==> src/verilog/mtp_consts.svh <==
// Purpose: timing counts and encodings for the manual tune panel control
// Assumes: 20 MHz clock
// Notes:   durations in ms, cycle counts derived from the clock rate
`ifndef MTP_CONSTS_SVH
`define MTP_CONSTS_SVH
`define MTP_CLK_HZ        20000000
`define MTP_SHORT_MAX_MS  1000
`define MTP_MED_MIN_MS    2000
`define MTP_MED_MAX_MS    3000
`define MTP_LONG_MIN_MS   10000
`define MTP_CYC_PER_MS    (`MTP_CLK_HZ / 1000)
`define MTP_SHORT_MAX_CYC (`MTP_SHORT_MAX_MS * `MTP_CYC_PER_MS)
`define MTP_MED_MIN_CYC   (`MTP_MED_MIN_MS * `MTP_CYC_PER_MS)
`define MTP_MED_MAX_CYC   (`MTP_MED_MAX_MS * `MTP_CYC_PER_MS)
`define MTP_LONG_MIN_CYC  (`MTP_LONG_MIN_MS * `MTP_CYC_PER_MS)
`define MTP_CNT_W         28
`define MTP_POS_W         8
`define MTP_RADIO_W       3
`define MTP_RADIO_FAM_A   3'h1
`define MTP_RADIO_FAM_B   3'h2
`endif

==> src/verilog/mtp_pkg.sv <==
// Purpose: shared types for the manual tune panel control
// Assumes: nothing
// Notes:   press classes produced by the press timer
`default_nettype none
package mtp_pkg;
  typedef enum logic [1:0] {
    MTP_PR_NONE  = 2'h0,
    MTP_PR_SHORT = 2'h1,
    MTP_PR_MED   = 2'h2,
    MTP_PR_LONG  = 2'h3
  } mtp_press_t;
endpackage
`default_nettype wire

==> src/verilog/mtp_press_if.sv <==
// Purpose: press timer result bundle
// Assumes: single clock
// Notes:   class is valid for one cycle when done is high
`timescale 1ns/1ps
`default_nettype none
interface mtp_press_if;
  logic               done;
  mtp_pkg::mtp_press_t cls;
  modport timer (output done, output cls);
  modport user  (input done, input cls);
endinterface
`default_nettype wire

==> src/verilog/mtp_manual_ctrl.sv <==
// Purpose: manual mode panel control and tuning-carrier handshake
// Assumes: panel inputs and tune request are asynchronous active-high levels
// Notes:   action outputs are one-cycle pulses from flip-flops
`timescale 1ns/1ps
`default_nettype none
`include "mtp_consts.svh"
module mtp_manual_ctrl #(
  parameter logic [`MTP_CNT_W-1:0] SHORT_MAX = `MTP_CNT_W'(`MTP_SHORT_MAX_CYC),
  parameter logic [`MTP_CNT_W-1:0] MED_MIN   = `MTP_CNT_W'(`MTP_MED_MIN_CYC),
  parameter logic [`MTP_CNT_W-1:0] MED_MAX   = `MTP_CNT_W'(`MTP_MED_MAX_CYC),
  parameter logic [`MTP_CNT_W-1:0] LONG_MIN  = `MTP_CNT_W'(`MTP_LONG_MIN_CYC)
) (
  input  wire logic                    clock_in,
  input  wire logic                    reset_n_in,
  input  wire logic                    manual_mode_in,
  input  wire logic [`MTP_RADIO_W-1:0] radio_type_in,
  input  wire logic                    ant_switch_cfg_in,
  input  wire logic                    mode_btn_in,
  input  wire logic                    knob_btn_in,
  input  wire logic                    out_btn_in,
  input  wire logic                    knob_cw_in,
  input  wire logic                    knob_ccw_in,
  input  wire logic                    tune_req_in,
  output logic                         carrier_on_out,
  output logic                         sel_bypass_out,
  output logic                         ind_active_out,
  output logic                         step_up_out,
  output logic                         step_dn_out,
  output logic                         ind_spin_out,
  output logic                         cap_home_out,
  output logic                         ind_home_out,
  output logic                         balanced_out,
  output logic                         ant_menu_out
);
  localparam int NSYNC = 6;
  logic [NSYNC-1:0] raw;
  logic [NSYNC-1:0] s1_ff;
  logic [NSYNC-1:0] s2_ff;
  logic [2:0]       edge_d_ff;
  logic             req_rise;
  logic             hs_ok;

  assign raw = {tune_req_in, knob_ccw_in, knob_cw_in, out_btn_in, knob_btn_in, mode_btn_in};

  genvar g;
  generate
    for (g = 0; g < NSYNC; g++) begin : g_sync
      always_ff @(posedge clock_in) begin
        if (!reset_n_in) begin
          s1_ff[g] <= 1'b0;
          s2_ff[g] <= 1'b0;
        end else begin
          s1_ff[g] <= raw[g];
          s2_ff[g] <= s1_ff[g];
        end
      end
    end
  endgenerate

  // previous synchronised level of the edge-triggered lines: cw, ccw, tune request
  always_ff @(posedge clock_in) begin
    if (!reset_n_in) begin
      edge_d_ff <= 3'h0;
    end else begin
      edge_d_ff <= s2_ff[5:3];
    end
  end

  mtp_press_if mode_p ();
  mtp_press_if knob_p ();
  mtp_press_if out_p ();

  mtp_press_timer #(.SHORT_MAX(SHORT_MAX), .MED_MIN(MED_MIN), .MED_MAX(MED_MAX), .LONG_MIN(LONG_MIN))
    u_mode (.clock_in(clock_in), .reset_n_in(reset_n_in), .btn_in(s2_ff[0]), .res(mode_p));
  mtp_press_timer #(.SHORT_MAX(SHORT_MAX), .MED_MIN(MED_MIN), .MED_MAX(MED_MAX), .LONG_MIN(LONG_MIN))
    u_knob (.clock_in(clock_in), .reset_n_in(reset_n_in), .btn_in(s2_ff[1]), .res(knob_p));
  mtp_press_timer #(.SHORT_MAX(SHORT_MAX), .MED_MIN(MED_MIN), .MED_MAX(MED_MAX), .LONG_MIN(LONG_MIN))
    u_out (.clock_in(clock_in), .reset_n_in(reset_n_in), .btn_in(s2_ff[2]), .res(out_p));

  function automatic logic is_cls(input logic done, input mtp_pkg::mtp_press_t c,
                                  input mtp_pkg::mtp_press_t want);
    is_cls = done && (c == want);
  endfunction

  function automatic logic rise(input logic cur, input logic prev);
    rise = cur && !prev;
  endfunction

  assign req_rise = rise(s2_ff[5], edge_d_ff[2]);
  assign hs_ok    = manual_mode_in &&
                    (radio_type_in == `MTP_RADIO_FAM_A || radio_type_in == `MTP_RADIO_FAM_B);

  logic carrier_ff;
  logic bypass_ff;
  logic ind_ff;
  logic up_ff;
  logic dn_ff;
  logic spin_ff;
  logic chome_ff;
  logic ihome_ff;
  logic bal_ff;
  logic menu_ff;
  logic out_med;
  logic knob_short;
  logic knob_med;
  logic knob_long;
  logic out_short;

  assign out_med    = is_cls(out_p.done, out_p.cls, mtp_pkg::MTP_PR_MED);
  assign out_short  = is_cls(out_p.done, out_p.cls, mtp_pkg::MTP_PR_SHORT);
  assign knob_short = is_cls(knob_p.done, knob_p.cls, mtp_pkg::MTP_PR_SHORT);
  assign knob_med   = is_cls(knob_p.done, knob_p.cls, mtp_pkg::MTP_PR_MED);
  assign knob_long  = is_cls(knob_p.done, knob_p.cls, mtp_pkg::MTP_PR_LONG);

  // tuning carrier: request or medium output press toggles it
  always_ff @(posedge clock_in) begin
    if (!reset_n_in) begin
      carrier_ff <= 1'b0;
    end else if (!hs_ok) begin
      carrier_ff <= 1'b0;
    end else if (req_rise || out_med) begin
      carrier_ff <= !carrier_ff;
    end
  end

  always_ff @(posedge clock_in) begin
    if (!reset_n_in) begin
      bypass_ff <= 1'b0;
    end else begin
      bypass_ff <= manual_mode_in && is_cls(mode_p.done, mode_p.cls, mtp_pkg::MTP_PR_SHORT);
    end
  end

  always_ff @(posedge clock_in) begin
    if (!reset_n_in) begin
      ind_ff <= 1'b0;
    end else if (manual_mode_in && knob_short) begin
      ind_ff <= !ind_ff;
    end
  end

  // rotation pulses on synchronised edges of the encoder direction lines
  always_ff @(posedge clock_in) begin
    if (!reset_n_in) begin
      up_ff <= 1'b0;
      dn_ff <= 1'b0;
    end else begin
      up_ff <= manual_mode_in && rise(s2_ff[3], edge_d_ff[0]);
      dn_ff <= manual_mode_in && rise(s2_ff[4], edge_d_ff[1]);
    end
  end

  always_ff @(posedge clock_in) begin
    if (!reset_n_in) begin
      spin_ff  <= 1'b0;
      chome_ff <= 1'b0;
      ihome_ff <= 1'b0;
    end else begin
      spin_ff  <= manual_mode_in && knob_med && ind_ff;
      chome_ff <= manual_mode_in && knob_med && !ind_ff;
      ihome_ff <= manual_mode_in && knob_long && ind_ff;
    end
  end

  always_ff @(posedge clock_in) begin
    if (!reset_n_in) begin
      bal_ff  <= 1'b0;
      menu_ff <= 1'b0;
    end else begin
      menu_ff <= manual_mode_in && out_short && ant_switch_cfg_in;
      if (manual_mode_in && out_short && !ant_switch_cfg_in) begin
        bal_ff <= !bal_ff;
      end
    end
  end

  assign carrier_on_out = carrier_ff;
  assign sel_bypass_out = bypass_ff;
  assign ind_active_out = ind_ff;
  assign step_up_out    = up_ff;
  assign step_dn_out    = dn_ff;
  assign ind_spin_out   = spin_ff;
  assign cap_home_out   = chome_ff;
  assign ind_home_out   = ihome_ff;
  assign balanced_out   = bal_ff;
  assign ant_menu_out   = menu_ff;

  AST_CARRIER_ON: assert property (@(posedge clock_in) disable iff (!reset_n_in)
    (hs_ok && req_rise && !out_med && !carrier_ff) |=> carrier_ff)
    else $error("tune request did not start carrier");
  AST_CARRIER_OFF: assert property (@(posedge clock_in) disable iff (!reset_n_in)
    (hs_ok && out_med && !req_rise && carrier_ff) |=> !carrier_ff)
    else $error("medium output press did not stop carrier");
  AST_UNSUPPORTED: assert property (@(posedge clock_in) disable iff (!reset_n_in)
    (!hs_ok) |=> !carrier_ff)
    else $error("carrier on with unsupported radio");
  AST_TOGGLE: assert property (@(posedge clock_in) disable iff (!reset_n_in)
    (hs_ok && out_med && !req_rise) |=> (carrier_ff != $past(carrier_ff)))
    else $error("medium output press failed to toggle carrier");
  AST_BYPASS: assert property (@(posedge clock_in) disable iff (!reset_n_in)
    (bypass_ff) |-> $past(manual_mode_in) && $past(mode_p.done) && $past(mode_p.cls) == mtp_pkg::MTP_PR_SHORT)
    else $error("bypass selected without short mode press");
  AST_SWAP: assert property (@(posedge clock_in) disable iff (!reset_n_in)
    (manual_mode_in && knob_short) |=> (ind_ff != $past(ind_ff)))
    else $error("short knob press did not swap element");
  AST_MED_KNOB: assert property (@(posedge clock_in) disable iff (!reset_n_in)
    (manual_mode_in && knob_med) |=> (spin_ff == $past(ind_ff)) && (chome_ff == !$past(ind_ff)))
    else $error("medium knob press wrong action");
  AST_LONG_KNOB: assert property (@(posedge clock_in) disable iff (!reset_n_in)
    (ihome_ff) |-> $past(ind_ff) && $past(knob_long) && $past(manual_mode_in) && !chome_ff)
    else $error("inductor home without inductor active");
  AST_OUTPUT: assert property (@(posedge clock_in) disable iff (!reset_n_in)
    (manual_mode_in && out_short) |=>
      ($past(ant_switch_cfg_in) ? (menu_ff && bal_ff == $past(bal_ff)) : (!menu_ff && bal_ff != $past(bal_ff))))
    else $error("short output press wrong action");
  AST_ROTATE_UP: assert property (@(posedge clock_in) disable iff (!reset_n_in)
    (manual_mode_in && s2_ff[3] && !edge_d_ff[0]) |=> up_ff)
    else $error("clockwise step did not raise position");
  AST_ROTATE_DN: assert property (@(posedge clock_in) disable iff (!reset_n_in)
    (manual_mode_in && s2_ff[4] && !edge_d_ff[1]) |=> dn_ff)
    else $error("counter-clockwise step did not lower position");
  AST_NOT_MANUAL: assert property (@(posedge clock_in) disable iff (!reset_n_in)
    (!manual_mode_in) |=> !(bypass_ff || up_ff || dn_ff || spin_ff || chome_ff || ihome_ff || menu_ff))
    else $error("panel action outside manual mode");
endmodule // mtp_manual_ctrl
`default_nettype wire

==> src/verilog/mtp_press_timer.sv <==
// Purpose: measures one synchronised button from press to release
// Assumes: button level already synchronised, active high
// Notes:   classifies duration at release; gaps between bands yield no class
`timescale 1ns/1ps
`default_nettype none
`include "mtp_consts.svh"
module mtp_press_timer #(
  parameter logic [`MTP_CNT_W-1:0] SHORT_MAX = `MTP_CNT_W'(`MTP_SHORT_MAX_CYC),
  parameter logic [`MTP_CNT_W-1:0] MED_MIN   = `MTP_CNT_W'(`MTP_MED_MIN_CYC),
  parameter logic [`MTP_CNT_W-1:0] MED_MAX   = `MTP_CNT_W'(`MTP_MED_MAX_CYC),
  parameter logic [`MTP_CNT_W-1:0] LONG_MIN  = `MTP_CNT_W'(`MTP_LONG_MIN_CYC)
) (
  input  wire logic  clock_in,
  input  wire logic  reset_n_in,
  input  wire logic  btn_in,
  mtp_press_if.timer res
);
  logic                  btn_d_ff;
  logic [`MTP_CNT_W-1:0] cnt_ff;
  logic                  done_ff;
  mtp_pkg::mtp_press_t   cls_ff;
  mtp_pkg::mtp_press_t   nxt_cls;

  always_comb begin
    nxt_cls = mtp_pkg::MTP_PR_NONE;
    if (cnt_ff <= SHORT_MAX) begin
      nxt_cls = mtp_pkg::MTP_PR_SHORT;
    end else if (cnt_ff >= MED_MIN && cnt_ff <= MED_MAX) begin
      nxt_cls = mtp_pkg::MTP_PR_MED;
    end else if (cnt_ff >= LONG_MIN) begin
      nxt_cls = mtp_pkg::MTP_PR_LONG;
    end
  end

  always_ff @(posedge clock_in) begin
    if (!reset_n_in) begin
      btn_d_ff <= 1'b0;
    end else begin
      btn_d_ff <= btn_in;
    end
  end

  // saturating hold counter, loaded with 1 at press
  always_ff @(posedge clock_in) begin
    if (!reset_n_in) begin
      cnt_ff <= '0;
    end else if (btn_in && !btn_d_ff) begin
      cnt_ff <= `MTP_CNT_W'(1);
    end else if (btn_in && cnt_ff != '1) begin
      cnt_ff <= cnt_ff + `MTP_CNT_W'(1);
    end
  end

  always_ff @(posedge clock_in) begin
    if (!reset_n_in) begin
      done_ff <= 1'b0;
      cls_ff  <= mtp_pkg::MTP_PR_NONE;
    end else begin
      done_ff <= !btn_in && btn_d_ff;
      cls_ff  <= nxt_cls;
    end
  end

  assign res.done = done_ff;
  assign res.cls  = cls_ff;

  AST_GAP_IGNORED: assert property (@(posedge clock_in) disable iff (!reset_n_in)
    (!btn_in && btn_d_ff && cnt_ff > SHORT_MAX && cnt_ff < MED_MIN) |=> (cls_ff == mtp_pkg::MTP_PR_NONE))
    else $error("press between short and medium bands was classified");
endmodule // mtp_press_timer
`default_nettype wire

==> config.mk <==
export PLATFORM = sky130hd
export DESIGN_NAME = mtp_manual_ctrl
export DESIGN_NICKNAME = d
export VERILOG_FILES = /design/src/verilog/mtp_pkg.sv /design/src/verilog/mtp_press_if.sv /design/src/verilog/mtp_manual_ctrl.sv /design/src/verilog/mtp_press_timer.sv
export VERILOG_INCLUDE_DIRS = /design/src /design/src/verilog
export SDC_FILE = /design/constraint.sdc
export NUM_CORES = 1
export LEC_CHECK = 0
export BUFFER_PORTS_ARGS = -buffer_cell sky130_fd_sc_hd__clkbuf_2
export CORE_MARGIN = 1.5
export CORE_UTILIZATION = 60
export CTS_BUF_LIST = sky130_fd_sc_hd__clkbuf_16
export DETAILED_ROUTE_END_ITERATION = 7
export MAX_ROUTING_LAYER = met4
export PLACE_DENSITY_LB_ADDON = 0.12
export RECOVER_POWER = 50
export SYNTH_ARGS = -nofsm -noshare
export SYNTH_HDL_FRONTEND = slang
export SYNTH_SLANG_ARGS = --single-unit
==> constraint.sdc <==
create_clock -name clock_in -period 3.6 [get_ports clock_in]
set_input_delay 0.18 -clock clock_in [delete_from_list [all_inputs] [get_ports clock_in]]
set_output_delay 0.18 -clock clock_in [all_outputs]
set_load 0.05 [all_outputs]
# Word-level counts from Yosys, hierarchy flattened
# Index checks and enable logic that the tools add are counted.
# word_totals
regBits	121
out_inout_bits	10
# classes
add_sub_neg	3
order_cmp	12
n_eq_ne	11
muxes	15
bitwise_logic	1
reduce_logical	59
# ops
op	count
$add A28 B1 Y28 const B	3
$ge A28 B26 Y1 const B	3
$ge A28 B28 Y1 const B	3
$le A28 B25 Y1 const B	3
$le A28 B26 Y1 const B	3
$ne A28 B28 Y1 const B	3
$logic_and A1 B1 Y1	34
$logic_not A1 Y1	13
$mux W2	6
$reduce_or A2 Y1	6
$mux W1	9
$eq A2 B1 Y1 const B	3
$eq A2 B2 Y1 const B	3
$reduce_bool A2 Y1	3
$eq A3 B1 Y1 const B	1
$eq A3 B2 Y1 const B	1
$logic_or A1 B1 Y1	2
$reduce_and A2 Y1	1
$not A1 Y1	1

# Logic depth before layout (Yosys ltp)
# Gate-level depths: netlist (run 1).
# depth
depth_word	4
ltp_mapped	9

# By module
# Synthesis (run 1) repeated with hierarchy kept, for this count alone.
# hier_totals
cells_unflattened	828
area_unflattened_um2	6730.2
# modules_own_cells
mod	instances	cells_each	area_each_um2
mtp_press_timer	3	253	1979.4
mtp_manual_ctrl	1	69	792.0

# Worst setup path before layout (run 1)
# Ideal clock, no wire load.
# synth_timing
path_type	flip-flop to flip-flop
start	reg u_out.cnt_ff[3]
end	reg u_out.cnt_ff[27]
setup_ns	0.071
t_arrival_ns	2.035
path_slack_ns	1.493
stages_incl_launch_ff	7
n_path_buf	1
cell_sequence	dfxtp_1 nand4_4 or3_4 or3_1 buf_2 or4_1 a21oi_1
# synth_via
elab_chain_len	2
# synth_lines
item	line_no	text
start, declared	mtp_press_timer.sv:19	logic [`MTP_CNT_W-1:0] cnt_ff;
start signal, assigned	mtp_press_timer.sv:48	cnt_ff <= `MTP_CNT_W'(1);
start signal, assigned	mtp_press_timer.sv:50	cnt_ff <= cnt_ff + `MTP_CNT_W'(1);
parallel branches: the longest is 2 deep, another holds $add A28 B1 Y28	n/a	
# Several ways; the timed one is not identified.
# A chain may end at the register's enable or synchronous reset.

# Worst setup path after layout (run 1)
# layout_timing
start	reg s2_ff[0]
end	reg u_mode.cnt_ff[8]
# layout_via
elab_chain_len	2
# layout_lines
item	line_no	text
start, declared	mtp_manual_ctrl.sv:38	logic [NSYNC-1:0] s2_ff;
start signal, assigned by index	mtp_manual_ctrl.sv:54	s2_ff[g] <= s1_ff[g];
$logic_and A1 B1 Y1	mtp_press_timer.sv:47	end else if (btn_in && !btn_d_ff) begin
$reduce_or A2 Y1 (no source line)	n/a	
end signal, assigned	mtp_press_timer.sv:48	
end signal, assigned	mtp_press_timer.sv:50	
end, declared	mtp_press_timer.sv:19	
# Parallel ways exist; a longest one is shown, timed or not.

==> key figures, run 1 <==
Run status
  – Status: finished clean

Placement
  – IO Port Bufs: 22
  – DPL Wire Length: slightly above 10,000 µm
  – GPL Wtd Cong: a little over 0.9
  – Placed inst area: around 6400 µm²

Layout
  – Final instance area: between 7000 and 8000 µm²
  – Final core occ: 0.684
  – Share of layout cells above drive strength 1: 0.0697
  – Layout area overhead: 11.0%
  – Ant. Diodes: 0
  – # fillers: around 860
  – Fin nets: a little over 800
  – Area taken by multi-input logic gates: roughly 3600 µm²
  – Register Area: 2420 µm²

Clocking
  – CTS buffer count: 17
  – Clock buffer depth: 2
  – CTS Hold Buffers Added: 6
  – Setup Buffers After CTS: 0
  – Clk Latency, worst-skew pair: between 0.4 and 0.5 ns
  – Clock sinks: about 120
  – CTS tree: yes
  – CTS HTree Levels: 4
  – Reg clk slew, reported paths: about 0.06 ns
  – Number of gates resized after CTS: 0
  – CTS Root Cell: clkbuf_16

Timing
  – Least-Margin Pin Slew: approximately 1.0 ns
  – Fin. Hold Viols: 0
  – Final hold slack: roughly 0.013 ns
  – Finish-stage setup viols: 0
  – RSZ-0062 raised after global routing: no
  – Tmin final: ~2.5 ns
  – Fmax: 398 MHz
  – Total Neg Setup Slack: 0 ns
  – Final Skew: ~0.0095 ns
  – Slew headroom: 0.310
  – Fin crit share: 0.698
  – Max-slew violation count: 0

Routing
  – Final ANT Viol Nets: 0
  – WL/cell: around 16 µm
  – Total wire length: approximately 15,000 µm
  – Drt first pass iters: 6
  – Vias: 6,034
  – Iteration-0 DRC Markers: approximately 360
  – Via/cell ratio: between 6 and 7
  – Drc violations: 0

Floorplan
  – I/O pins: 23
  – Initial Util: 0.616
  – Cell Rows: 37
  – Chip height: 106 µm
  – Die ar.: about 11,000 µm²
  – Core Area: around 10,000 µm²
  – Die W: 106 µm

Worst setup path
  – Master of the slowest instance on the critical path: clkbuf_1
  – CP Cell Sequence: inv_1 -> o21ai_0 -> clkbuf_1 -> nor2_1 -> nand3_1 -> nand2_1
  – Crit path max-delay family: buffers and inverters
  – CP Class: reg2reg
  – Max incr delay on CP: 0.71 ns
  – Crit-path max FO: 19
  – Worst path required time: ~4 ns
  – Startpoint types: register
  – CP Capture Type: register
  – Crit path buf inv count: 2
  – WP data arrival: between 2 and 3 ns

Synth
  – Synth top area share: 0.381
  – Synthesized flop and latch total: roughly 120
  – Top_reg_cell synth: dfxtp_1
  – Synth warn: 0
  – Number of synthesized flops with an enable pin: 0
  – Area contributors post-synth: dfxtp_1, a21oi_1, nand2_1
  – Area leader, netlist: dfxtp_1
  – Syn_area_per_cell: about 8.0 µm²
  – Netlist cell types: 63
  – Mapped Nets: slightly above 800
  – Synthesized netlist cell count: 799
  – Cell Area, Synth: roughly 6400 µm²
  – Async set or reset register ratio after synthesis: 0
  – Seq/Total Area, Yosys: 0.381

Global route
  – Aggregate global routing overflow: 0
  – Gr usage total: 0.289
  – First-pass GRT wire length: 25,400 µm
  – Initial antenna violation count: 0
  – Grt peak-use layer: met2
  – Met2 usage: 0.459
  – GRT met3 Usage: 0.0681
  – Grt met1 use: 0.364
  – Number of global-route vias before repair: 5,461
  – Largest net degree at the start of global routing: 28

Power
  – Switching share of power: 0.226
  – Cell-internal power: 2.40 mW
  – PwrDens: ~440 nW/µm²
  – Part of the power in registers: 0.441
  – Combinational power share: 0.025
  – Lkg Pwr: 2.33 nW
  – Maximum vdd drop: 0.421 mV
  – Switching pwr: 0.698 mW
  – Power share of the clock group: 0.534

Hold path
  – HP Class: in2reg

Job
  – Maxcap violations: 0
-- placed cells by master (no fill, tap or decap), types with 8 or more instances in the layout --
cell type | netlist | final
clkbuf_1 | 53 | 13
nor4b_1 | 8 | 8
a211oi_1 | 9 | 9
nor4_1 | 14 | 14
xnor2_1 | 12 | 12
xor2_1 | 8 | 8
and4_1 | 13 | 13
nor2_1 | 46 | 46
o21ai_0 | 47 | 48
clkbuf_16 | 0 | 17
a31oi_1 | 8 | 8
a21oi_1 | 60 | 60
nand2_1 | 69 | 69
nor3_1 | 23 | 23
clkbuf_2 | 1 | 11
and2_0 | 0 | 10
nand3_1 | 41 | 41
dfxtp_1 | 121 | 121
or4_1 | 27 | 27
o31ai_1 | 20 | 20
nand4_1 | 31 | 31
inv_1 | 25 | 25
or3_1 | 38 | 38
and3_1 | 16 | 16
o211ai_1 | 16 | 16
-- flip-flops by register name (all words and copies together), names as in the netlist, 2 cells and up --
name / flops
edge_d_ff: 3
s1_ff: 6
s2_ff: 6
u_knob.cnt_ff: 28
u_knob.res.cls: 2
u_mode.cnt_ff: 28
u_mode.res.cls: 2
u_out.cnt_ff: 28
u_out.res.cls: 2
-- per-stage QoR --
| stage | std cells | setup slack [ns] | total power [mW] |
|---|---|---|---|
| 2_1_floorplan | 799 | 1.49 | 1.44 |
| 3_3_place_gp | 902 | 1.31 | 1.46 |
| 3_5_place_dp | 902 | 1.14 | 1.47 |
| 4_1_cts | 940 | 1.13 | 3.11 |
| 5_1_grt | 940 | 0.869 | 3.19 |
| 6_report | 940 | 1.09 | 3.09 |
-- power by group through the flow --
stage,Combinational (mW),Clock [mW],Sequential (mW)
5_1_grt,0.0868,1.74,1.36
3_3_place_gp,0.0723,0,1.39
6_report,0.0784,1.65,1.36
2_1_floorplan,0.0484,0,1.39
3_5_place_dp,0.0742,0,1.39
4_1_cts,0.0798,1.67,1.36
-- cell usage after synthesis, types with 23 or more instances --
| master | instances |
|---|---|
| nor3_1 | 23 |
| nand3_1 | 41 |
| dfxtp_1 | 121 |
| or4_1 | 27 |
| inv_1 | 25 |
| clkbuf_1 | 53 |
| nand2_1 | 69 |
| a21oi_1 | 60 |
| nand4_1 | 31 |
| o21ai_0 | 47 |
| nor2_1 | 46 |
| or3_1 | 38 |
-- area by class of cell --
class                   instances  share of cell area
flip-flops and latches        121               0.343
clock inverters                15              0.0213
inverters                      25              0.0133
well taps                     136              0.0241
clock buffers                  17              0.0603
repair buffers                 34              0.0275
multi-input cells             592               0.510
-- layer usage --
metal,wire length [µm],up-vias
met5,0,-
met4,274,0
met3,848,31
met2,7010,196
met1,7010,2810
li1,-,2997
-- path summary, 6_finish.rpt --
path	slack [ns]	cells past startpoint	from	to
worst max-delay path	1.09	6	s2_ff[0]$_SDFF_PN0_	u_mode.cnt_ff[8]$_SDFFE_PP0P_
worst min-delay path	0.01	2	mode_btn_in	s1_ff[0]$_SDFF_PN0_
worst max register to register	1.09	6	s2_ff[0]$_SDFF_PN0_	u_mode.cnt_ff[8]$_SDFFE_PP0P_
worst min register to register	0.39	1	u_mode.res.cls[1]$_SDFF_PP0_	sel_bypass_out$_SDFF_PN0_
-- cells by family after synthesis --
family / count (synthesis) / share of synthesized area
mux: 2 / 0.00315
flops: 121 / 0.381
simple gates: 364 / 0.325
xor+xnor: 20 / 0.0276
buf+inv: 86 / 0.0524
compound gates: 200 / 0.199
fa+ha+maj: 6 / 0.0118
Note: power is estimated with default switching activity, not from simulation.
==> inputs of run 2 (changes only) <==
Settings changed: CORE_UTILIZATION 60 to 56.
Clock period 3.6 ns to 2.2 ns, I/O delays scaled along.
==> key figures, run 2 (synthesized netlist as in run 1, its figures left out) <==
Run status
  – Status: finished clean

Clocking
  – Clock buffer depth: 2
  – Reg clk slew, reported paths: around 0.060 ns
  – CTS buffer count: 17
  – CTS Root Cell: clkbuf_16
  – Clk Latency, worst-skew pair: between 0.4 and 0.5 ns
  – CTS tree: yes
  – Clock sinks: around 120
  – CTS HTree Levels: 4

Worst setup path
  – CP Cell Sequence: nand4_4 -> or3_4 -> or3_4 -> or4_1 -> a21oi_1
  – CP dominant cell by count: or3_4
  – Master of the slowest instance on the critical path: or4_1
  – Crit path buf inv count: 0
  – CP Capture Type: register
  – CP Class: reg2reg
  – Crit-path max FO: 8
  – Crit path max-delay family: simple AND/OR/NAND/NOR gates
  – WP data arrival: roughly 2.5 ns
  – Max incr delay on CP: 0.48 ns
  – Worst path required time: 2.55 ns
  – Startpoint types: register

Power
  – PwrDens: approximately 700 nW/µm²
  – Lkg Pwr: ~2.6 nW
  – Maximum vdd drop: between 0.6 and 0.7 mV

Timing
  – Total Neg Setup Slack: 0 ns
  – Least-Margin Pin Slew: 0.842 ns
  – RSZ-0062 raised after global routing: no
  – Finish-stage setup viols: 0
  – Tmin final: 2.13 ns
  – Final worst slack: between 0.06 and 0.07 ns
  – Final Skew: ~0.0064 ns
  – Fin crit share: 0.969
  – Fmax: 469 MHz
  – Max-slew violation count: 0
  – Slew headroom: 0.433
  – Fin. Hold Viols: 0

Floorplan
  – Chip height: 110 µm
  – Die W: 110 µm
  – I/O pins: 23
  – Die ar.: 12,000 µm²
  – Core Area: between 10,000 and 15,000 µm²
  – Cell Rows: 38
  – Initial Util: 0.581

Layout
  – Fin nets: between 800 and 900
  – Leading registers by flop count: u_knob.cnt_ff (28), u_mode.cnt_ff (28), u_out.cnt_ff (28)
  – # fillers: approximately 930
  – Most common cell after layout, fill and taps aside: dfxtp_1
  – Ant. Diodes: 0
  – Finished Layout Cells: between 1,000 and 1,500
  – Share of layout cells above drive strength 1: 0.133
  – Final core occ: 0.688
  – Layout area overhead: 18.3%
  – Most frequent cells in the layout: dfxtp_1, nand2_1, a21oi_1

Placement
  – Inst Count DP: ~960
  – DPL Wire Length: 11,400 µm
  – Worst slack, placed: 0.0515 ns
  – GPL Wtd Cong: approximately 0.94
  – IO Port Bufs: 22

Global route
  – Largest net degree at the start of global routing: 28
  – Initial antenna violation count: 0
  – Aggregate global routing overflow: 0
  – Number of global-route vias before repair: approximately 5,700
  – First-pass GRT wire length: ~27,000 µm
  – Gr usage total: 0.293

Routing
  – Drt first pass iters: 5
  – WL/cell: approximately 16 µm
  – Drc violations: 0
  – Via/cell ratio: 6.33
  – Total wire length: 16,400 µm
  – Iteration-0 DRC Markers: 551
  – Vias: between 6,000 and 7,000
  – Final ANT Viol Nets: 0

Hold path
  – HP Class: in2reg

Job
  – Maxcap violations: 0
-- run 2: cell types whose count changed in the layout (fill, tap and decap cells not counted), sizes merged --
| cell | before | now |
|---|---|---|
| clkinv | 8 | 4 |
| inv | 28 | 31 |
| clkinvlp | 2 | 3 |
| dlygate4sd3 | 6 | 9 |
| buf | 4 | 53 |
| clkbuf | 41 | 47 |
-- run 2: repair_timing --
action | CTS | global route
setup endpoints to repair | 0 | 10
resized for setup | 0 | 7
endpoints found under the hold margin | 9 | 0
setup buffers | 0 | 3
hold buffers | 9 | 0
-- run 2: area by class of cell --
type	count	area [µm²]	share of cell area
inverters	25	93.8	0.0125
clock inverters	15	168	0.0223
repair buffers	92	618	0.0822
flip-flops and latches	121	2430	0.323
clock buffers	17	425	0.0566
well taps	140	175	0.0233
multi-input cells	592	3620	0.481
-- run 2: layer usage --
metal	GRT usage	wire (µm)	up-vias
met5	-	0	-
met4	0.0965	267	0
met3	0.0771	995	33
met2	0.460	7750	252
met1	0.368	7410	2954
li1	-	-	3106
-- run 2: worst register-to-register path, cell delays in order (launching register included) --
cell and delay [ns]:
dfxtp_1 0.44, nand4_4 0.16, or3_4 0.45, or3_4 0.39, or4_1 0.48, a21oi_1 0.14
-- run 2: stage by stage --
stage / power (mW) / hold slack (ns) / cell area [µm²]
CTS: 5.18 / 0.0482 / 7520
finish: 5.15 / 0.0521 / 7520
detailed placement: 2.40 / 0.287 / 6840
global route: 5.30 / 0.0727 / 7520
global placement: 2.40 / 0.275 / 6840
floorplan: 2.35 / 0.187 / 6360
-- run 2: where the power goes --
part	total (mW)	switching, mW	internal (mW)	leakage (nW)
Sequential	2.23	0.0154	2.21	0.981
Clock	2.78	1.09	1.69	0.284
Combinational	0.141	0.0910	0.0500	1.36
Total	5.15	1.20	3.95	2.63
-- run 2: path summary, 6_finish.rpt --
| kind | start | to | slack, ns | cells after the start |
|---|---|---|---|---|
| setup reg to reg | u_out.cnt_ff[4]$_SDFFE_PP0P_ | u_out.cnt_ff[27]$_SDFFE_PP0P_ | 0.07 | 5 |
| hold reg to reg | u_mode.res.cls[1]$_SDFF_PP0_ | sel_bypass_out$_SDFF_PN0_ | 0.39 | 1 |
| setup / recovery | u_out.cnt_ff[4]$_SDFFE_PP0P_ | u_out.cnt_ff[27]$_SDFFE_PP0P_ | 0.07 | 5 |
| hold / removal | reset_n_in | u_knob.res.cls[0]$_SDFF_PN0_ | 0.05 | 2 |
==> inputs of run 3 (changes only) <==
Settings changed: HOLD_SLACK_MARGIN from default to 0.1.
==> key figures, run 3 (synthesized netlist as in run 1, its figures left out) <==
Run status
  – Status: finished clean

Global route
  – Aggregate global routing overflow: 0
  – Grt peak-use layer: met2
  – Grt met1 use: 0.370
  – Number of global-route vias before repair: about 5,700
  – First-pass GRT wire length: 27,100 µm
  – GRT met3 Usage: 0.0747
  – Gr usage total: 0.295
  – Largest net degree at the start of global routing: 28
  – Met2 usage: 0.465
  – Initial antenna violation count: 0

Power
  – Pwr Total: 5.16 mW
  – Power share of the clock group: 0.539
  – Part of the power in registers: 0.432
  – Combinational power share: 0.028
  – PwrDens: 683 nW/µm²
  – Lkg Pwr: about 2.6 nW
  – Switching share of power: 0.233
  – Switching pwr: 1.20 mW
  – Cell-internal power: about 4 mW
  – Maximum vdd drop: approximately 0.64 mV

Clocking
  – Clock buffer depth: 2
  – CTS Root Cell: clkbuf_16
  – CTS buffer count: 17
  – Clk Latency, worst-skew pair: roughly 0.42 ns
  – CTS HTree Levels: 4
  – Clock sinks: roughly 120
  – CTS tree: yes
  – Reg clk slew, reported paths: ~0.060 ns

Layout
  – Most frequent cells in the layout: dfxtp_1, nand2_1, a21oi_1
  – Finished Layout Cells: 1,005
  – # fillers: between 900 and 1,000
  – Most common cell after layout, fill and taps aside: dfxtp_1
  – Final instance area: 7550 µm²
  – Fin nets: approximately 870
  – Ant. Diodes: 0
  – Share of layout cells above drive strength 1: 0.133
  – Leading registers by flop count: u_knob.cnt_ff (28), u_mode.cnt_ff (28), u_out.cnt_ff (28)
  – Layout area overhead: 18.8%

Worst setup path
  – CP Class: reg2reg
  – WP data arrival: between 2 and 2.5 ns
  – Startpoint types: register
  – Crit-path max FO: 8
  – Worst path required time: approximately 2.6 ns
  – CP Capture Type: register

Floorplan
  – Cell Rows: 38
  – I/O pins: 23
  – Die W: roughly 110 µm
  – Die ar.: 12,000 µm²
  – Initial Util: 0.581
  – Core Area: 10,900 µm²
  – Chip height: roughly 110 µm

Placement
  – DPL Wire Length: around 11,000 µm
  – Inst Count DP: ~960
  – Placed inst area: a little under 7000 µm²
  – GPL Wtd Cong: ~0.94
  – IO Port Bufs: 22

Hold path
  – HP Class: reg2reg

Routing
  – Drt first pass iters: 5
  – Final ANT Viol Nets: 0
  – Via/cell ratio: between 6 and 7
  – Vias: 6,346
  – Total wire length: between 15,000 and 20,000 µm
  – Drc violations: 0
  – WL/cell: 16.3 µm
  – Iteration-0 DRC Markers: ~510

Timing
  – Fin crit share: 0.966
  – Fmax: approximately 470 MHz
  – Max-slew violation count: 0
  – Tmin final: roughly 2.1 ns
  – Finish-stage setup viols: 0
  – Final Skew: roughly 0.0086 ns
  – Least-Margin Pin Slew: around 0.87 ns
  – RSZ-0062 raised after global routing: no
  – Slew headroom: 0.414
  – Fin. Hold Viols: 0
  – Total Neg Setup Slack: 0 ns

Job
  – Maxcap violations: 0
run 3: cell count changes in the layout (fill, tap and decap cells not counted), sizes merged:
cell	delta
dlygate4sd3	+3
run 3: metrics by stage:
stage	hold slack, ns	util	worst slack [ns]
finish	0.395	0.691	0.0755
global route	0.416	0.691	0.00000777
CTS	0.394	0.691	0.0139
detailed placement	0.287	0.625	0.0515
global placement	0.275	0.625	0.0828
floorplan	0.187	-	0.0934
run 3: path summary, 6_finish.rpt:
kind                                start                       endpoint  slack, ns  cells past startpoint
max          u_out.cnt_ff[4]$_SDFFE_PP0P_  u_out.cnt_ff[27]$_SDFFE_PP0P_       0.08                      5
min          u_mode.res.cls[1]$_SDFF_PP0_      sel_bypass_out$_SDFF_PN0_       0.39                      1
max reg2reg  u_out.cnt_ff[4]$_SDFFE_PP0P_  u_out.cnt_ff[27]$_SDFFE_PP0P_       0.08                      5
min reg2reg  u_mode.res.cls[1]$_SDFF_PP0_      sel_bypass_out$_SDFF_PN0_       0.39                      1
run 3: metal layers:
layer	vias to the layer above	wire [µm]
li1	3120	-
met1	2945	7400
met2	248	7780
met3	33	994
met4	0	252
met5	-	0
run 3: power groups by stage:
stage	Sequential, mW	Combinational (mW)	Clock [mW]
floorplan	2.27	0.0792	0
global placement	2.27	0.127	0
detailed placement	2.28	0.129	0
CTS	2.23	0.146	2.81
global route	2.23	0.160	2.91
finish	2.23	0.146	2.78
run 3: repair_timing:
action	4_1_cts	5_1_grt
endpoints found under the hold margin	15	0
resized for setup	0	7
setup endpoints to repair	0	10
buffers inserted	0	3
hold buffers	12	0
run 3: cell type report:
| class | count | area [µm²] | area share |
|---|---|---|---|
| Inverter | 25 | 93.8 | 0.0124 |
| Multi-Input combinational cell | 592 | 3620 | 0.479 |
| Timing Repair Buffer | 95 | 648 | 0.0858 |
| Tap cell | 140 | 175 | 0.0232 |
| Sequential cell | 121 | 2430 | 0.321 |
| Clock inverter | 15 | 168 | 0.0222 |
| Clock buffer | 17 | 425 | 0.0563 |
run 3: critical path: stages (launching register included):
cell and delay [ns]:
dfxtp_1 0.44, nand4_4 0.16, or3_4 0.44, or3_4 0.38
or4_1 0.48, a21oi_1 0.14
